File: config.mk
export PLATFORM = sky130hd
export DESIGN_NAME = timer16_with_capture_unit
export DESIGN_NICKNAME = d
export VERILOG_FILES = /design/src/inc/timer16_pkg.sv /design/src/design/timer16_with_capture_unit.sv
export VERILOG_INCLUDE_DIRS = /design/src /design/src/inc
export SDC_FILE = /design/constraint.sdc
export NUM_CORES = 1
export LEC_CHECK = 0
export BUFFER_PORTS_ARGS = -buffer_cell sky130_fd_sc_hd__buf_4
export CAP_MARGIN = 10
export CORE_UTILIZATION = 60
export CTS_CLUSTER_SIZE = 12
export DETAILED_ROUTE_END_ITERATION = 7
export PLACE_DENSITY = 0.8
export SLEW_MARGIN = 20
export SYNTH_ARGS = -nofsm -noshare
export SYNTH_HDL_FRONTEND = slang
export SYNTH_SLANG_ARGS = --single-unit
File: constraint.sdc
create_clock -name core_clk_i -period 2.33 [get_ports core_clk_i]
set_input_delay 0.233 -clock core_clk_i [delete_from_list [all_inputs] [get_ports core_clk_i]]
set_output_delay 0.233 -clock core_clk_i [all_outputs]
set_load 0.02 [all_outputs]
File: src/inc/timer16_defines.svh
// register offsets, field positions, reset values and mode codes
// for the 16-bit timer with capture unit.
// assumes an 8-bit register address space reached over a plain port.
`ifndef TIMER16_DEFINES_SVH
`define TIMER16_DEFINES_SVH

// register offsets
`define OFS_IRQ_FLAGS 8'h0C
`define OFS_COUNT_LOW 8'h0E
`define OFS_COUNT_HIGH 8'h0F
`define OFS_TIMER_CONTROL 8'h10
`define OFS_CAPT_LOW 8'h15
`define OFS_CAPT_HIGH 8'h16
`define OFS_CAPT_CONTROL 8'h17
`define OFS_FW_PIN_DATA 8'h18
`define OFS_CAPT_PIN_DIR 8'h19
`define OFS_PORT_DIR 8'h1A
`define OFS_PORT_DATA 8'h1B
`define OFS_IRQ_ENABLES 8'h8C

// timer_control fields
`define TC_RUN_BIT 0
`define TC_CLKSEL_BIT 1
`define TC_ASYNC_BIT 2
`define TC_OSCEN_BIT 3
`define TC_FWSRC_BIT 4
`define TC_USED_MASK 8'h1F

// flag and data bit positions
`define IRQ_OVF_BIT 0
`define IRQ_CAPT_BIT 2
`define FW_CLK_BIT 0
`define FW_CAPT_BIT 2
`define CAPT_DIR_BIT 2

// capture mode field codes
`define CM_OFF 4'h0
`define CM_CAPT_HI 2'h1
`define CM_FALL 4'h4
`define CM_RISE 4'h5
`define CM_RISE4 4'h6
`define CM_RISE16 4'h7
`define PRESC_LAST4 4'h3
`define PRESC_LAST16 4'hF

// reset values
`define RST_BYTE 8'h00
`define RST_DIR_IN 1'h1
`define RST_PORT_DIR 2'h3

`endif

File: src/inc/timer16_pkg.sv
// types shared by the timer with capture unit.
// assumes timer16_defines.svh holds all numbers.
package timer16_pkg;

	// one register access from software
	typedef struct packed {
		logic [7:0] addr;
		logic [7:0] wdata;
		logic we;
		logic re;
	} reg_req_t;

	// count clock source in counter mode
	typedef enum logic [1:0] {
		SRC_PIN,
		SRC_FW,
		SRC_OSC
	} count_src_t;

	// two oscillator/clock port pins, bit 0 is the clock-in pin
	typedef struct packed {
		logic [1:0] out;
		logic [1:0] oe;
	} osc_pins_t;

endpackage

File: src/design/timer16_with_capture_unit.sv
// 16-bit timer/counter with edge capture unit and register port.
// assumes the bus is synchronous to core_clk_i, pins are synchronised here; ce_i freezes all.
//
// Decided for this implementation: the address-and-strobe port.
`include "timer16_defines.svh"
`timescale 1ns/1ps
`default_nettype none

module timer16_with_capture_unit (
	input wire logic core_clk_i,
	input wire logic nrst_i,
	input wire logic ce_i,
	input wire timer16_pkg::reg_req_t bus_req_i,
	output logic [7:0] rd_data_o,
	input wire logic timer_reset_trig_i,
	input wire logic capture_pin_i,
	input wire logic [1:0] osc_pin_i,
	output timer16_pkg::osc_pins_t osc_pins_o,
	output logic overflow_flag_o,
	output logic capture_flag_o
);

	// software-visible state
	logic [15:0] cnt_q, cnt_d; // timer_count
	logic [7:0] tctl_q, tctl_d; // timer_control
	logic [15:0] capt_q, capt_d; // capture_value
	logic [3:0] cmode_q, cmode_d; // capture_mode_field
	logic [7:0] flags_q, flags_d; // periph_irq_flags
	logic [7:0] ien_q, ien_d; // periph_irq_enables, storage only
	logic fw_clk_q, fw_clk_d; // firmware_count_clock_bit
	logic fw_capt_q, fw_capt_d; // capture_pin_data_bit
	logic cdir_q, cdir_d; // capture_pin_direction bit
	logic [1:0] pdir_q, pdir_d; // port_direction for the osc pins
	logic [1:0] pdat_q, pdat_d; // port_data latch for the osc pins
	logic [7:0] rd_q, rd_d; // read data, one cycle late

	// edge and prescale state
	logic cpin_s1_q, cpin_s2_q; // capture pin chain
	logic csrc_prev_q; // previous capture event source level
	logic [3:0] presc_q, presc_d; // capture edge prescaler
	logic clk_s1_q, clk_s2_q, clk_prev_q; // count clock chain
	logic clk_raw_q; // one-flop sample for async mode

	// decoded controls
	logic run, clksel, async_mode, oscen;
	timer16_pkg::count_src_t src;
	logic src_level, clk_level, clk_rise;
	logic cap_mode, cap_level, cap_rise, cap_fall, cap_event;
	logic tick, wr, rd;
	logic [7:0] a, wd;

	assign a = bus_req_i.addr;
	assign wd = bus_req_i.wdata;
	assign wr = bus_req_i.we;
	assign rd = bus_req_i.re;
	assign run = tctl_q[`TC_RUN_BIT];
	assign clksel = tctl_q[`TC_CLKSEL_BIT];
	assign async_mode = tctl_q[`TC_ASYNC_BIT];
	assign oscen = tctl_q[`TC_OSCEN_BIT];

	// count source pick, oscillator wins over the firmware bit
	always_comb begin
		if (oscen) begin
			src = timer16_pkg::SRC_OSC;
		end else if (tctl_q[`TC_FWSRC_BIT]) begin
			src = timer16_pkg::SRC_FW;
		end else begin
			src = timer16_pkg::SRC_PIN;
		end
	end

	// source level, clock-in pin is osc_pin_i[0], osc input is [1]
	always_comb begin
		case (src)
			timer16_pkg::SRC_FW: src_level = fw_clk_q;
			timer16_pkg::SRC_OSC: src_level = osc_pin_i[1];
			default: src_level = osc_pin_i[0];
		endcase
	end

	// async mode skips the second stage: faster, but capture may miss
	assign clk_level = async_mode ? clk_raw_q : clk_s2_q;
	assign clk_rise = clk_level & ~clk_prev_q;
	// timer mode ticks every cycle, counter mode on rising edges
	assign tick = run & (clksel ? clk_rise : 1'b1);

	// capture unit only active for 01xx codes
	// compare and pwm codes fall outside 01xx and leave the unit idle
	assign cap_mode = (cmode_q[3:2] == `CM_CAPT_HI);
	// output direction: the data bit stands in for the pin
	assign cap_level = cdir_q ? cpin_s2_q : fw_capt_q;
	assign cap_rise = cap_level & ~csrc_prev_q;
	assign cap_fall = ~cap_level & csrc_prev_q;

	// prescaler and event qualification
	// the prescaler counts rises only in the 4th- and 16th-rise settings; the 4th-rise setting
	// looks only at its low two bits, so a switch between prescale settings
	// can fire early, which software avoids by passing through the off code
	always_comb begin
		presc_d = presc_q;
		cap_event = 1'b0;
		if (!cap_mode) begin
			presc_d = 4'h0;
		end else begin
			case (cmode_q)
				`CM_FALL: cap_event = cap_fall;
				`CM_RISE: cap_event = cap_rise;
				`CM_RISE4: begin
					// count kept across prescale switches
					if (cap_rise) begin
						cap_event = ((presc_q & `PRESC_LAST4) == `PRESC_LAST4);
						presc_d = presc_q + 4'h1;
					end
				end
				default: begin
					if (cap_rise) begin
						cap_event = (presc_q == `PRESC_LAST16);
						presc_d = presc_q + 4'h1;
					end
				end
			endcase
		end
	end

	// register writes, counting, capture, flags
	// hardware sets in this process come last so they beat software clears
	// landing on the same edge; a flag event is never lost to a clear
	always_comb begin
		cnt_d = cnt_q;
		tctl_d = tctl_q;
		capt_d = capt_q;
		cmode_d = cmode_q;
		flags_d = flags_q;
		ien_d = ien_q;
		fw_clk_d = fw_clk_q;
		fw_capt_d = fw_capt_q;
		cdir_d = cdir_q;
		pdir_d = pdir_q;
		pdat_d = pdat_q;
		// counting; a software byte write below takes priority
		if (timer_reset_trig_i) begin
			cnt_d = 16'h0000;
		end else if (tick) begin
			cnt_d = cnt_q + 16'h0001;
		end
		// software writes
		if (wr) begin
			if (a == `OFS_COUNT_LOW) begin
				cnt_d[7:0] = wd;
			end else if (a == `OFS_COUNT_HIGH) begin
				cnt_d[15:8] = wd;
			end else if (a == `OFS_TIMER_CONTROL) begin
				tctl_d = wd & `TC_USED_MASK;
			end else if (a == `OFS_CAPT_LOW) begin
				capt_d[7:0] = wd;
			end else if (a == `OFS_CAPT_HIGH) begin
				capt_d[15:8] = wd;
			end else if (a == `OFS_CAPT_CONTROL) begin
				cmode_d = wd[3:0];
			end else if (a == `OFS_IRQ_FLAGS) begin
				flags_d[`IRQ_OVF_BIT] = wd[`IRQ_OVF_BIT];
				flags_d[`IRQ_CAPT_BIT] = wd[`IRQ_CAPT_BIT];
			end else if (a == `OFS_IRQ_ENABLES) begin
				ien_d = wd;
			end else if (a == `OFS_FW_PIN_DATA) begin
				fw_clk_d = wd[`FW_CLK_BIT];
				fw_capt_d = wd[`FW_CAPT_BIT];
			end else if (a == `OFS_CAPT_PIN_DIR) begin
				cdir_d = wd[`CAPT_DIR_BIT];
			end else if (a == `OFS_PORT_DIR) begin
				pdir_d = wd[2:1];
			end else if (a == `OFS_PORT_DATA) begin
				pdat_d = wd[2:1];
			end else begin
				cnt_d = cnt_d; // unmapped write ignored
			end
		end
		// wrap sets overflow; set beats a same-cycle software clear
		if (tick && !timer_reset_trig_i && cnt_q == 16'hFFFF) begin
			flags_d[`IRQ_OVF_BIT] = 1'b1;
		end
		// capture overwrites unread value and flags it
		if (cap_event) begin
			capt_d = cnt_q;
			flags_d[`IRQ_CAPT_BIT] = 1'b1;
		end
	end

	// read mux, unmapped addresses read zero
	// reads see the state before this edge's update, so a count read
	// returns the value the timer held when the strobe was sampled
	always_comb begin
		rd_d = 8'h00;
		if (rd) begin
			if (a == `OFS_COUNT_LOW) begin
				rd_d = cnt_q[7:0];
			end else if (a == `OFS_COUNT_HIGH) begin
				rd_d = cnt_q[15:8];
			end else if (a == `OFS_TIMER_CONTROL) begin
				rd_d = tctl_q;
			end else if (a == `OFS_CAPT_LOW) begin
				rd_d = capt_q[7:0];
			end else if (a == `OFS_CAPT_HIGH) begin
				rd_d = capt_q[15:8];
			end else if (a == `OFS_CAPT_CONTROL) begin
				rd_d = {4'h0, cmode_q};
			end else if (a == `OFS_IRQ_FLAGS) begin
				rd_d = flags_q;
			end else if (a == `OFS_IRQ_ENABLES) begin
				rd_d = ien_q;
			end else if (a == `OFS_FW_PIN_DATA) begin
				// capture data bit reads the effective pin level
				rd_d = {5'h00, cap_level, 1'b0, fw_clk_q};
			end else if (a == `OFS_CAPT_PIN_DIR) begin
				rd_d = {5'h00, cdir_q, 2'h0};
			end else if (a == `OFS_PORT_DIR) begin
				rd_d = {5'h00, pdir_q, 1'b0};
			end else if (a == `OFS_PORT_DATA) begin
				rd_d = {5'h00, pdat_q, 1'b0};
			end else begin
				rd_d = 8'h00;
			end
		end
	end

	// oscillator pin drive; osc enable overrides direction bits
	// built from next-state values so the registered pins follow a
	// register write on the same edge instead of one cycle behind
	timer16_pkg::osc_pins_t pins_d, pins_q;
	always_comb begin
		pins_d.out = pdat_d;
		if (tctl_d[`TC_OSCEN_BIT]) begin
			pins_d.oe = 2'h0;
		end else begin
			pins_d.oe = ~pdir_d;
		end
	end

	// state registers, all frozen while ce_i is low
	// reset ignores ce_i so a stalled clock enable cannot block a reset
	always_ff @(posedge core_clk_i) begin
		if (!nrst_i) begin
			cnt_q <= 16'h0000;
			tctl_q <= `RST_BYTE;
			capt_q <= 16'h0000;
			cmode_q <= `CM_OFF;
			flags_q <= `RST_BYTE;
			ien_q <= `RST_BYTE;
			fw_clk_q <= 1'b0;
			fw_capt_q <= 1'b0;
			cdir_q <= `RST_DIR_IN;
			pdir_q <= `RST_PORT_DIR;
			pdat_q <= 2'h0;
			rd_q <= 8'h00;
			presc_q <= 4'h0;
			pins_q <= '0;
		end else if (ce_i) begin
			cnt_q <= cnt_d;
			tctl_q <= tctl_d;
			capt_q <= capt_d;
			cmode_q <= cmode_d;
			flags_q <= flags_d;
			ien_q <= ien_d;
			fw_clk_q <= fw_clk_d;
			fw_capt_q <= fw_capt_d;
			cdir_q <= cdir_d;
			pdir_q <= pdir_d;
			pdat_q <= pdat_d;
			rd_q <= rd_d;
			presc_q <= presc_d;
			pins_q <= pins_d;
		end
	end

	// synchronisers and edge history; first stages feed only second
	// clk_raw_q is a single-stage sample used only in async counter mode:
	// it trims a cycle of latency but can go metastable, which is why
	// captures are not promised while counting asynchronously
	always_ff @(posedge core_clk_i) begin
		if (!nrst_i) begin
			cpin_s1_q <= 1'b0;
			cpin_s2_q <= 1'b0;
			csrc_prev_q <= 1'b0;
			clk_s1_q <= 1'b0;
			clk_s2_q <= 1'b0;
			clk_raw_q <= 1'b0;
			clk_prev_q <= 1'b0;
		end else if (ce_i) begin
			cpin_s1_q <= capture_pin_i;
			cpin_s2_q <= cpin_s1_q;
			csrc_prev_q <= cap_level;
			clk_s1_q <= src_level;
			clk_s2_q <= clk_s1_q;
			clk_raw_q <= src_level;
			clk_prev_q <= clk_level;
		end
	end

	// every output comes straight from a register
	assign rd_data_o = rd_q;
	assign osc_pins_o = pins_q;
	assign overflow_flag_o = flags_q[`IRQ_OVF_BIT];
	assign capture_flag_o = flags_q[`IRQ_CAPT_BIT];

endmodule

`default_nettype wire

# After elaboration in Yosys (flattened, before gate mapping)
# Index checks and enable logic that the tools add are counted.
# classes
add_sub_neg,2
eq_ne,35
muxes,88
n_bitwise,19
reduce_logical,21
# ops
op,n
$mux 16,8
$mux 8,15
$eq 8x5->1 const B,8
$mux 2,27
$mux 4,7
$ne 2x2->1 const B,13
$mux 1,25
$eq 8x4->1 const B,3
$reduce_and 9->1,2
$add 16x1->16 const B,1
$eq 16x16->1 const B,1
$not 1->1,14
$reduce_and 14->1,1
$eq 4x3->1 const B,3
$mux 3,4
$reduce_and 12->1,1
$reduce_bool 2->1,6
$reduce_and 11->1,1
$reduce_and 10->1,1
$eq 8x8->1 const B,1
$reduce_and 8->1,1
$reduce_and 7->1,1
$reduce_and 6->1,1
$reduce_and 5->1,1
other kinds (13),19
# totals
regBits,78
in_bits,25
out_inout_bits,14
elab_cells,188

# Logic depth before layout (Yosys ltp)
# Gate-level depths: netlist of run 1.
# depth
depth_word,15
mapped_depth,8
mapped_depth_nobuf,6

# Worst setup path after synthesis of run 1
# OpenSTA, ideal clock, no wires.
# synth_timing
path_kind,reg2reg
from,reg cdir_q
to,reg capt_q[2]
setup_ps,118
arrival_time_ps,1825
required_time_ps,2212
setup_slack_ps,387
path_stages_with_launch,8
n_path_buf,2
period_less_slack_ps,1943
path_cell_list,dfxtp_1 mux2i_1 mux2_2 o21ai_0 buf_2 nand2b_1 buf_2 o2111a_1
# synth_via
elab_chain_len,7
word_cells_on_any_way,15
cone_classes,eq/ne: 3; mux: 6; bitwise: 3; reduce/logical: 3
# synth_lines
element,line,rtl
start: declaration,timer16_with_capture_unit.sv:32,"logic cdir_q, cdir_d;"
start signal: assignment,timer16_with_capture_unit.sv:251,cdir_q <= `RST_DIR_IN;
start signal: assignment,timer16_with_capture_unit.sv:266,cdir_q <= cdir_d;
$mux 1 (*),timer16_with_capture_unit.sv:91,assign cap_level = cdir_q ? cpin_s2_q : fw_capt_q;
$and 1x1->1 / $not 1->1 (equally long branches),"timer16_with_capture_unit.sv:92, timer16_with_capture_unit.sv:93",
"$mux 1, or another cell as far along",timer16_with_capture_unit.sv:116,if (cap_rise) begin
$pmux 1 s3 (*),timer16_with_capture_unit.sv:105,case (cmode_q)
$mux 1 (*),timer16_with_capture_unit.sv:102,if (!cap_mode) begin
$ne 2x2->1 (no source line) / $reduce_bool 2->1 (equally long branches),-,
$reduce_and 6->1 (no source line),-,
end signal: assignment,timer16_with_capture_unit.sv:260,capt_q <= capt_d;
end: declaration,timer16_with_capture_unit.sv:26,"logic [15:0] capt_q, capt_d;"
# Mark *: on every way between the ends. The rest lies on a longest branch, timed or not.
# A chain may end at the register's enable or synchronous reset.

# Final worst setup path of run 1
# layout_timing
from,reg cdir_q
to,reg capt_q[6]
# The elaborated chain is that of the path after synthesis.

==> results of run 1 <==
-- worst max-delay path by stage --
stage	slack (ns)	depth (start not counted)	start	end
floorplan	0.39	7	cdir_q	capt_q[2]
global placement	0.23	7	bus_req_i[15]	ien_q[1]
detailed placement	0.16	7	bus_req_i[15]	ien_q[2]
CTS	0.23	6	cdir_q	capt_q[6]
global route	0.08	6	cdir_q	capt_q[6]
finish	0.22	6	cdir_q	capt_q[6]
-- sequential cells by signal (all words and copies together) (netlist names), 2 cells and up --
name        flops
capt_q         16
presc_q         4
flags_q         2
tctl_q          5
cnt_q          16
ien_q           8
cmode_q         4
osc_pins_o      4
pdir_q          2
rd_data_o       8
-- Yosys cell counts, types with 11 or more instances --
| cell | count |
|---|---|
| a21oi_1 | 38 |
| a32o_1 | 11 |
| o31ai_1 | 12 |
| nor2_1 | 32 |
| dfxtp_1 | 78 |
| o21ai_0 | 29 |
| nand3_1 | 12 |
| mux2i_1 | 40 |
| clkbuf_1 | 31 |
| nand3b_1 | 13 |
| nand2_1 | 69 |
| nor3_1 | 18 |
| nand4_1 | 11 |
-- power groups by stage --
stage                     clock network, W  logic, W  registers (W)
final                              0.00137  0.000291        0.00136
after global routing               0.00143  0.000309        0.00137
after CTS                          0.00139  0.000282        0.00136
after detailed placement                 0  0.000281        0.00139
after global placement                   0  0.000277        0.00139
after floorplan                          0  0.000162        0.00139
-- routing by layer --
| metal | wire [um] | part of all wire (%) |
|---|---|---|
| met2 | 6700 | 43 |
| met4 | 703 | 4.5 |
| met1 | 6230 | 40 |
| met5 | 0 | 0 |
| met3 | 1950 | 13 |
-- cell families (layout without fill, tap and decap cells) --
logic type,Yosys count,count (layout)
adder cells (fa/ha/maj),2,2
AND/OR/NAND/NOR,231,231
multiplexers,46,46
flip-flops,78,78
XOR/XNOR,1,1
AO/OA/AOI/OAI,165,165
buffers and inverters,52,97
-- through the flow --
step                      area [um2]  utilization (%)  setup slack [ns]
after floorplan                 4690                -             0.387
after global placement          5180             69.9             0.226
after detailed placement        5180             69.9             0.161
after CTS                       5450             73.6             0.235
after global routing            5450             73.6            0.0848
final                           5450             73.6             0.215
-- area by class of cell --
| type | instances | area (um2) |
|---|---|---|
| clock buffers | 10 | 138 |
| clock inverters | 6 | 133 |
| fillers | 577 | 1960 |
| inverters | 10 | 37.5 |
| multi-input cells | 445 | 2920 |
| flip-flops and latches | 78 | 1560 |
| well taps | 99 | 124 |
| repair buffers | 71 | 533 |
-- worst max-delay path, delay by kind of cell (launching register included) --
family,cells,cell delay (ns)
muxes,2,0.71
AOI/OAI and AO/OA,2,0.45
DFF,1,0.40
buffers and inverters,1,0.23
and+or+nand+nor,1,0.22
==> reports/summary.txt, run 1 <==
Syn Inst Count = 575
FF-to-FF Start = cdir_q
routed vias/inst = 6.76
Reg2Reg Capture Point = capt_q[6]
most common cell after layout, fill and taps aside = dfxtp_1
Clock Latency Late Sink = 0.37 ns
fraction of layout cells with a size suffix above 1 = 17.7%
nets@finish = 642
top cells by area, synth = dfxtp_1, mux2i_1, nand2_1
Post-Route WL = 15.6 mm
vias in the first global route = 4680
GP Congestion = 0.935
H-tree depth = 3
Post-Synth XOR/XNOR Area = 0.187%
Mapped Nets = 602
Worst Path Required = 2.60 ns
drt pass-1 iters = 6
actual slew at the worst max-slew pin = 0.721 ns
Crit Path Max Fanout = 10
Max transition margin = 51.9%
synthesis-to-finish area growth = 16.3%
Layout Cells excl Fill = 719
NetSw = 0.000731 W
Unique masters post-synth = 73
Clk pwr share = 45.3%
Final min period = 2.11 ns
Reg2Reg Depth = 6
DRC Markers = 0
adder-cell share of the synthesized area = 0.534%
hold depth = 3
leading area contributor after synthesis = dfxtp_1
final setup fails = 0
clock sinks = 78
TritonCTS clock tree = yes
Synth Cell Area = 4690 um2
number of enable flip-flop cells after synthesis = 0
RSZ-0062 raised after global routing = false
Cells after DPL = 703
clock skew = 0.00548 ns
WP data arrival = 2.38 ns
commonest cells after routing, fill and taps aside = dfxtp_1, buf_4, nand2_1, mux2i_1, a21oi_1
CP Class = reg -> reg
Max clock buf depth = 2
Root Buffer = clkbuf_8
Crit path largest cell delay = 0.40 ns
initial antenna violation count = 0
Hold Vio Cnt, Final = 0
Comb power frac = 9.6%
TritonCTS Buffers = 9
P_leak = 2.16 nW
die area = 8170 um2
post-synthesis compound-gate area fraction = 24.2%
crit path cell chain = mux2i_1, mux2_2, o21ai_0, buf_4, nand2b_1, o2111a_1
Global Route met2 Usage = 58.6%
core area = 7410 um2
die width = 90.4 um
Peak Freq = 473 MHz
Mean Syn Cell Area = 8.15 um2
part of the cycle the worst path needs = 90.8%
Yosys reg bits = 78
CP Capture Type = flip-flop
Max IR drop VDD = 637 uV
Die H = 90.4 um
pwr dens = 555 nW/um2
Worst Hold Endpoint = cpin_s1_q
GRT Util Overall = 39.2%
total power = 0.00303 W
status = completed
synthesis warning total = 0
Critical Path Source Type = flip-flop
pin count of the biggest net entering global routing = 51
setup bufs post-CTS = 0
Vias = 4862
maxcap violations = 0
Yosys top cell area share = 33.3%
hold buffer count at CTS = 0
first-pass GRT wire length = 24.7 mm
Initial Utilization = 63.3%
Simple-Gate Fraction of Synth Area = 27.4%
Buffers on Ports = 38
DR iter-0 viols = 638
Synth Flop Type = dfxtp_1
clk slew on worst S/H paths = 0.08 ns
sw frac = 24.2%
met3 Use GR = 12.5%
sequential share of power = 45.1%
Seq/Total Area, Yosys = 33.3%
met1 usage = 50.9%
routed length per instance = 21.7 um
I/O pin cnt = 39
reg2reg setup slack = 0.22 ns
slowest cell on the critical path = dfxtp_1
GR peak layer = met2
Post-DP HPWL = 11.1 mm
Internal Power = 0.00230 W
mux share of post-synthesis cell area = 9.98%
total grt overflow = 0
post-CTS sizing = 0
Min-Delay Startpoint = capture_pin_i
max-slew violations = 0
# diodes = 0
Hold WC Path Type = in -> reg
largest family of logic cells by synthesized area = simple AND/OR/NAND/NOR gates
WHS = 0.109 ns
Core Rows = 31
Routed Antenna Nets = 0
Async SR Flop Fraction = 0%
setup tns final = 0 ns
Power figures use the tool's default switching activity.
==> run 2, diff against run 1 <==
ABC_AREA = 1   (was default)
clock period = 2.4 ns   (was 2.33 ns; I/O delays follow)
==> reports/summary.txt, run 2 <==
Yosys top cell area share = 34.7% (+1.4 points)
number of enable flip-flop cells after synthesis = 0 (unchanged)
fraction of layout cells with a size suffix above 1 = 15.2% (-2.5 points)
Post-Route WL = 13.2 mm (-16%)
setup tns final = 0 ns (unchanged)
sequential share of power = 50.4% (+5.3 points)
Async SR Flop Fraction = 0% (unchanged)
nets@finish = 744 (+16%)
Crit path max-delay family = simple AND/OR/NAND/NOR gates
Initial Utilization = 62.0% (-1.3 points)
Hold WC Path Type = in -> reg
Internal Power = 0.00191 W (-17%)
Seq/Total Area, Yosys = 34.7% (+1.4 points)
pwr dens = 531 nW/um2 (-4.3%)
routed vias/inst = 5.73 (-15%)
maxcap violations = 0 (unchanged)
Max IR drop VDD = 390 uV (-39%)
actual slew at the worst max-slew pin = 0.893 ns (+0.172 ns)
pre-CTS WS = 0.408 ns (+0.248 ns)
clk slew on worst S/H paths = 0.09 ns (about the same)
synthesis warning total = 0 (unchanged)
Cells after DPL = 805 (+15%)
P_leak = 2.17 nW (+0.28%)
Crit path largest cell delay = 0.34 ns (-0.06 ns)
leading area contributor after synthesis = dfxtp_1
RSZ-0062 raised after global routing = false
part of the cycle the worst path needs = 81.2% (-9.6 points)
Core Rows = 31 (unchanged)
hold buffer count at CTS = 0 (unchanged)
drt pass-1 iters = 5 (-1)
NetSw = 0.000778 W (+6.5%)
core area = 7250 um2 (-2.1%)
Root Buffer = clkbuf_8
Mean Syn Cell Area = 6.56 um2 (-20%)
die width = 88.5 um (-2.0%)
Mapped Nets = 712 (+18%)
GP Congestion = 0.979 (+4.7%)
top cells by count, synth = nand2_1, nor2_1, dfxtp_1
biggest regs = capt_q x16, cnt_q x16
Max clock buf depth = 2 (unchanged)
I/O pin cnt = 39 (unchanged)
sw frac = 29.0% (+4.8 points)
most instantiated library cell after synthesis = nand2_1
Routed Antenna Nets = 0 (unchanged)
synthesis-to-finish area growth = 12.4%
Max transition margin = 40.4% (-11 points)
CP Capture Type = flip-flop
Post-DP HPWL = 9.74 mm (-12%)
max-slew violations = 0 (unchanged)
initial antenna violation count = 0 (unchanged)
crit path cell chain = inv_1, nand2_1, o21ai_0, o21ai_0, nand2_1, inv_1, nand3_1, nor2_1, nand2_1, nand2_1, nand3_1, a21oi_1
setup bufs post-CTS = 0 (unchanged)
Synth Flop Type = dfxtp_1
Clock Latency Late Sink = 0.37 ns (about the same)
Yosys reg bits = 78 (unchanged)
most frequent CP cell = nand2_1
most common cell after layout, fill and taps aside = nand2_1
top cells by area, synth = dfxtp_1, nand2_1, o21ai_0
commonest cells after routing, fill and taps aside = nand2_1, nor2_1, dfxtp_1, inv_1, o21ai_0
pin count of the biggest net entering global routing = 53 (+3.9%)
Hold Vio Cnt, Final = 0 (unchanged)
post-CTS sizing = 0 (unchanged)
# diodes = 0 (unchanged)
Comb power frac = 10.1% (+0.5 points)
H-tree depth = 3 (unchanged)
Final WS setup = 0.451 ns (+0.236 ns)
first-pass GRT wire length = 20.7 mm (-16%)
Crit Path Max Fanout = 14 (+4)
Worst Path Required = 2.70 ns (+0.10 ns)
vias in the first global route = 4179 (-11%)
clock skew = 0.00652 ns (+0.00103 ns)
Unique masters post-synth = 42 (-42%)
Synth Cell Area = 4490 um2 (-4.1%)
slowest cell on the critical path = inv_1
Buffers on Ports = 38 (unchanged)
routed length per instance = 16.0 um (-26%)
DRC Markers = 0 (unchanged)
die area = 7840 um2 (-4.1%)
Final min period = 1.95 ns (-0.166 ns)
Syn Inst Count = 685 (+19%)
Peak Freq = 513 MHz (+8.5%)
Critical Path Source Type = flip-flop
TritonCTS Buffers = 9 (unchanged)
total grt overflow = 0 (unchanged)
WP data arrival = 2.25 ns (-0.13 ns)
Bufs and invs on worst path = 2 (+1)
clock sinks = 78 (unchanged)
status = completed
Die H = 88.5 um (-2.0%)
TritonCTS clock tree = yes
Vias = 4706 (-3.2%)
final setup fails = 0 (unchanged)
Clk pwr share = 39.5% (-5.8 points)
Layout Cells excl Fill = 821 (+14%)
DR iter-0 viols = 321 (-50%)
CP Class = reg -> reg
GRT Util Overall = 35.5% (-3.7 points)
## run 2: cell types whose count changed after synthesis, moves of 10 or more
cell / before / now
o21ai_1: 1 / 25
nand2_1: 69 / 135
nor2_1: 32 / 81
nor2b_1: 10 / 0
a32o_1: 11 / 0
inv_1: 10 / 75
o31ai_1: 12 / 0
mux2i_1: 40 / 0
nor3_1: 18 / 6
nand3b_1: 13 / 1
inv_2: 0 / 11
nand3_1: 12 / 37
clkbuf_1: 31 / 18
o21ai_0: 29 / 61
## run 2: worst paths after layout
path	from	end	slack [ns]	cells past startpoint
min	capture_pin_i	cpin_s1_q	0.09	3
max reg2reg	clk_raw_q	cnt_q[11]	0.45	12
min reg2reg	rd_data_o[1]	rd_data_o[1]	0.47	2
max	clk_raw_q	cnt_q[11]	0.45	12
## run 2: power by group through the flow
stage / combinational [W] / clock (W) / sequential, W
after floorplan: 0.000166 / 0 / 0.00137
after global placement: 0.000260 / 0 / 0.00138
after detailed placement: 0.000266 / 0 / 0.00138
after CTS: 0.000267 / 0.00106 / 0.00135
after global routing: 0.000299 / 0.00112 / 0.00136
final: 0.000272 / 0.00106 / 0.00135
## run 2: per-layer routing
| layer | up-vias | share of wire, % | GRT usage (%) |
|---|---|---|---|
| met5 | - | 0 | 0 |
| met4 | 0 | 3.8 | 17.3 |
| met3 | 46 | 5.3 | 5.32 |
| met2 | 167 | 48 | 59.2 |
| met1 | 2150 | 43 | 45.2 |
| li1 | 2343 | - | - |
## run 2: cells by family (layout without fill, tap and decap cells)
family,Yosys count,after routing,synth area share [%]
AOI/OAI and AO/OA,176,176,21.6
adders and majority gates,2,2,0.557
buffers and inverters,111,148,9.63
and+or+nand+nor,311,311,32.1
DFF,78,78,34.7
xor gates and xnor gates,7,7,1.36
## run 2: worst reg2reg max path, cell delays in order, from the launching register on
cell	delay, ns
dfxtp_1	0.32
inv_1	0.05
nand2_1	0.05
o21ai_0	0.09
o21ai_0	0.15
nand2_1	0.17
inv_1	0.34
nand3_1	0.18
nor2_1	0.19
nand2_1	0.07
nand2_1	0.06
nand3_1	0.06
a21oi_1	0.14
## run 2: final cells by class
type | instances | area, um2
Clock buffer | 9 | 124
Clock inverter | 7 | 80.1
Fill cell | 672 | 2200
Inverter | 89 | 340
Multi-Input combinational cell | 496 | 2500
Sequential cell | 78 | 1560
Tap cell | 99 | 124
Timing Repair Buffer | 43 | 323
## run 2: metrics by stage
step,power [W],hold WS [ns],cell area [um2],util [%]
2_1_floorplan,0.00154,0.375,4490,-
5_1_grt,0.00277,0.126,5050,69.7
3_3_place_gp,0.00164,0.453,4850,66.8
6_report,0.00268,0.0890,5050,69.7
3_5_place_dp,0.00165,0.460,4850,66.8
4_1_cts,0.00268,0.0831,5050,69.7
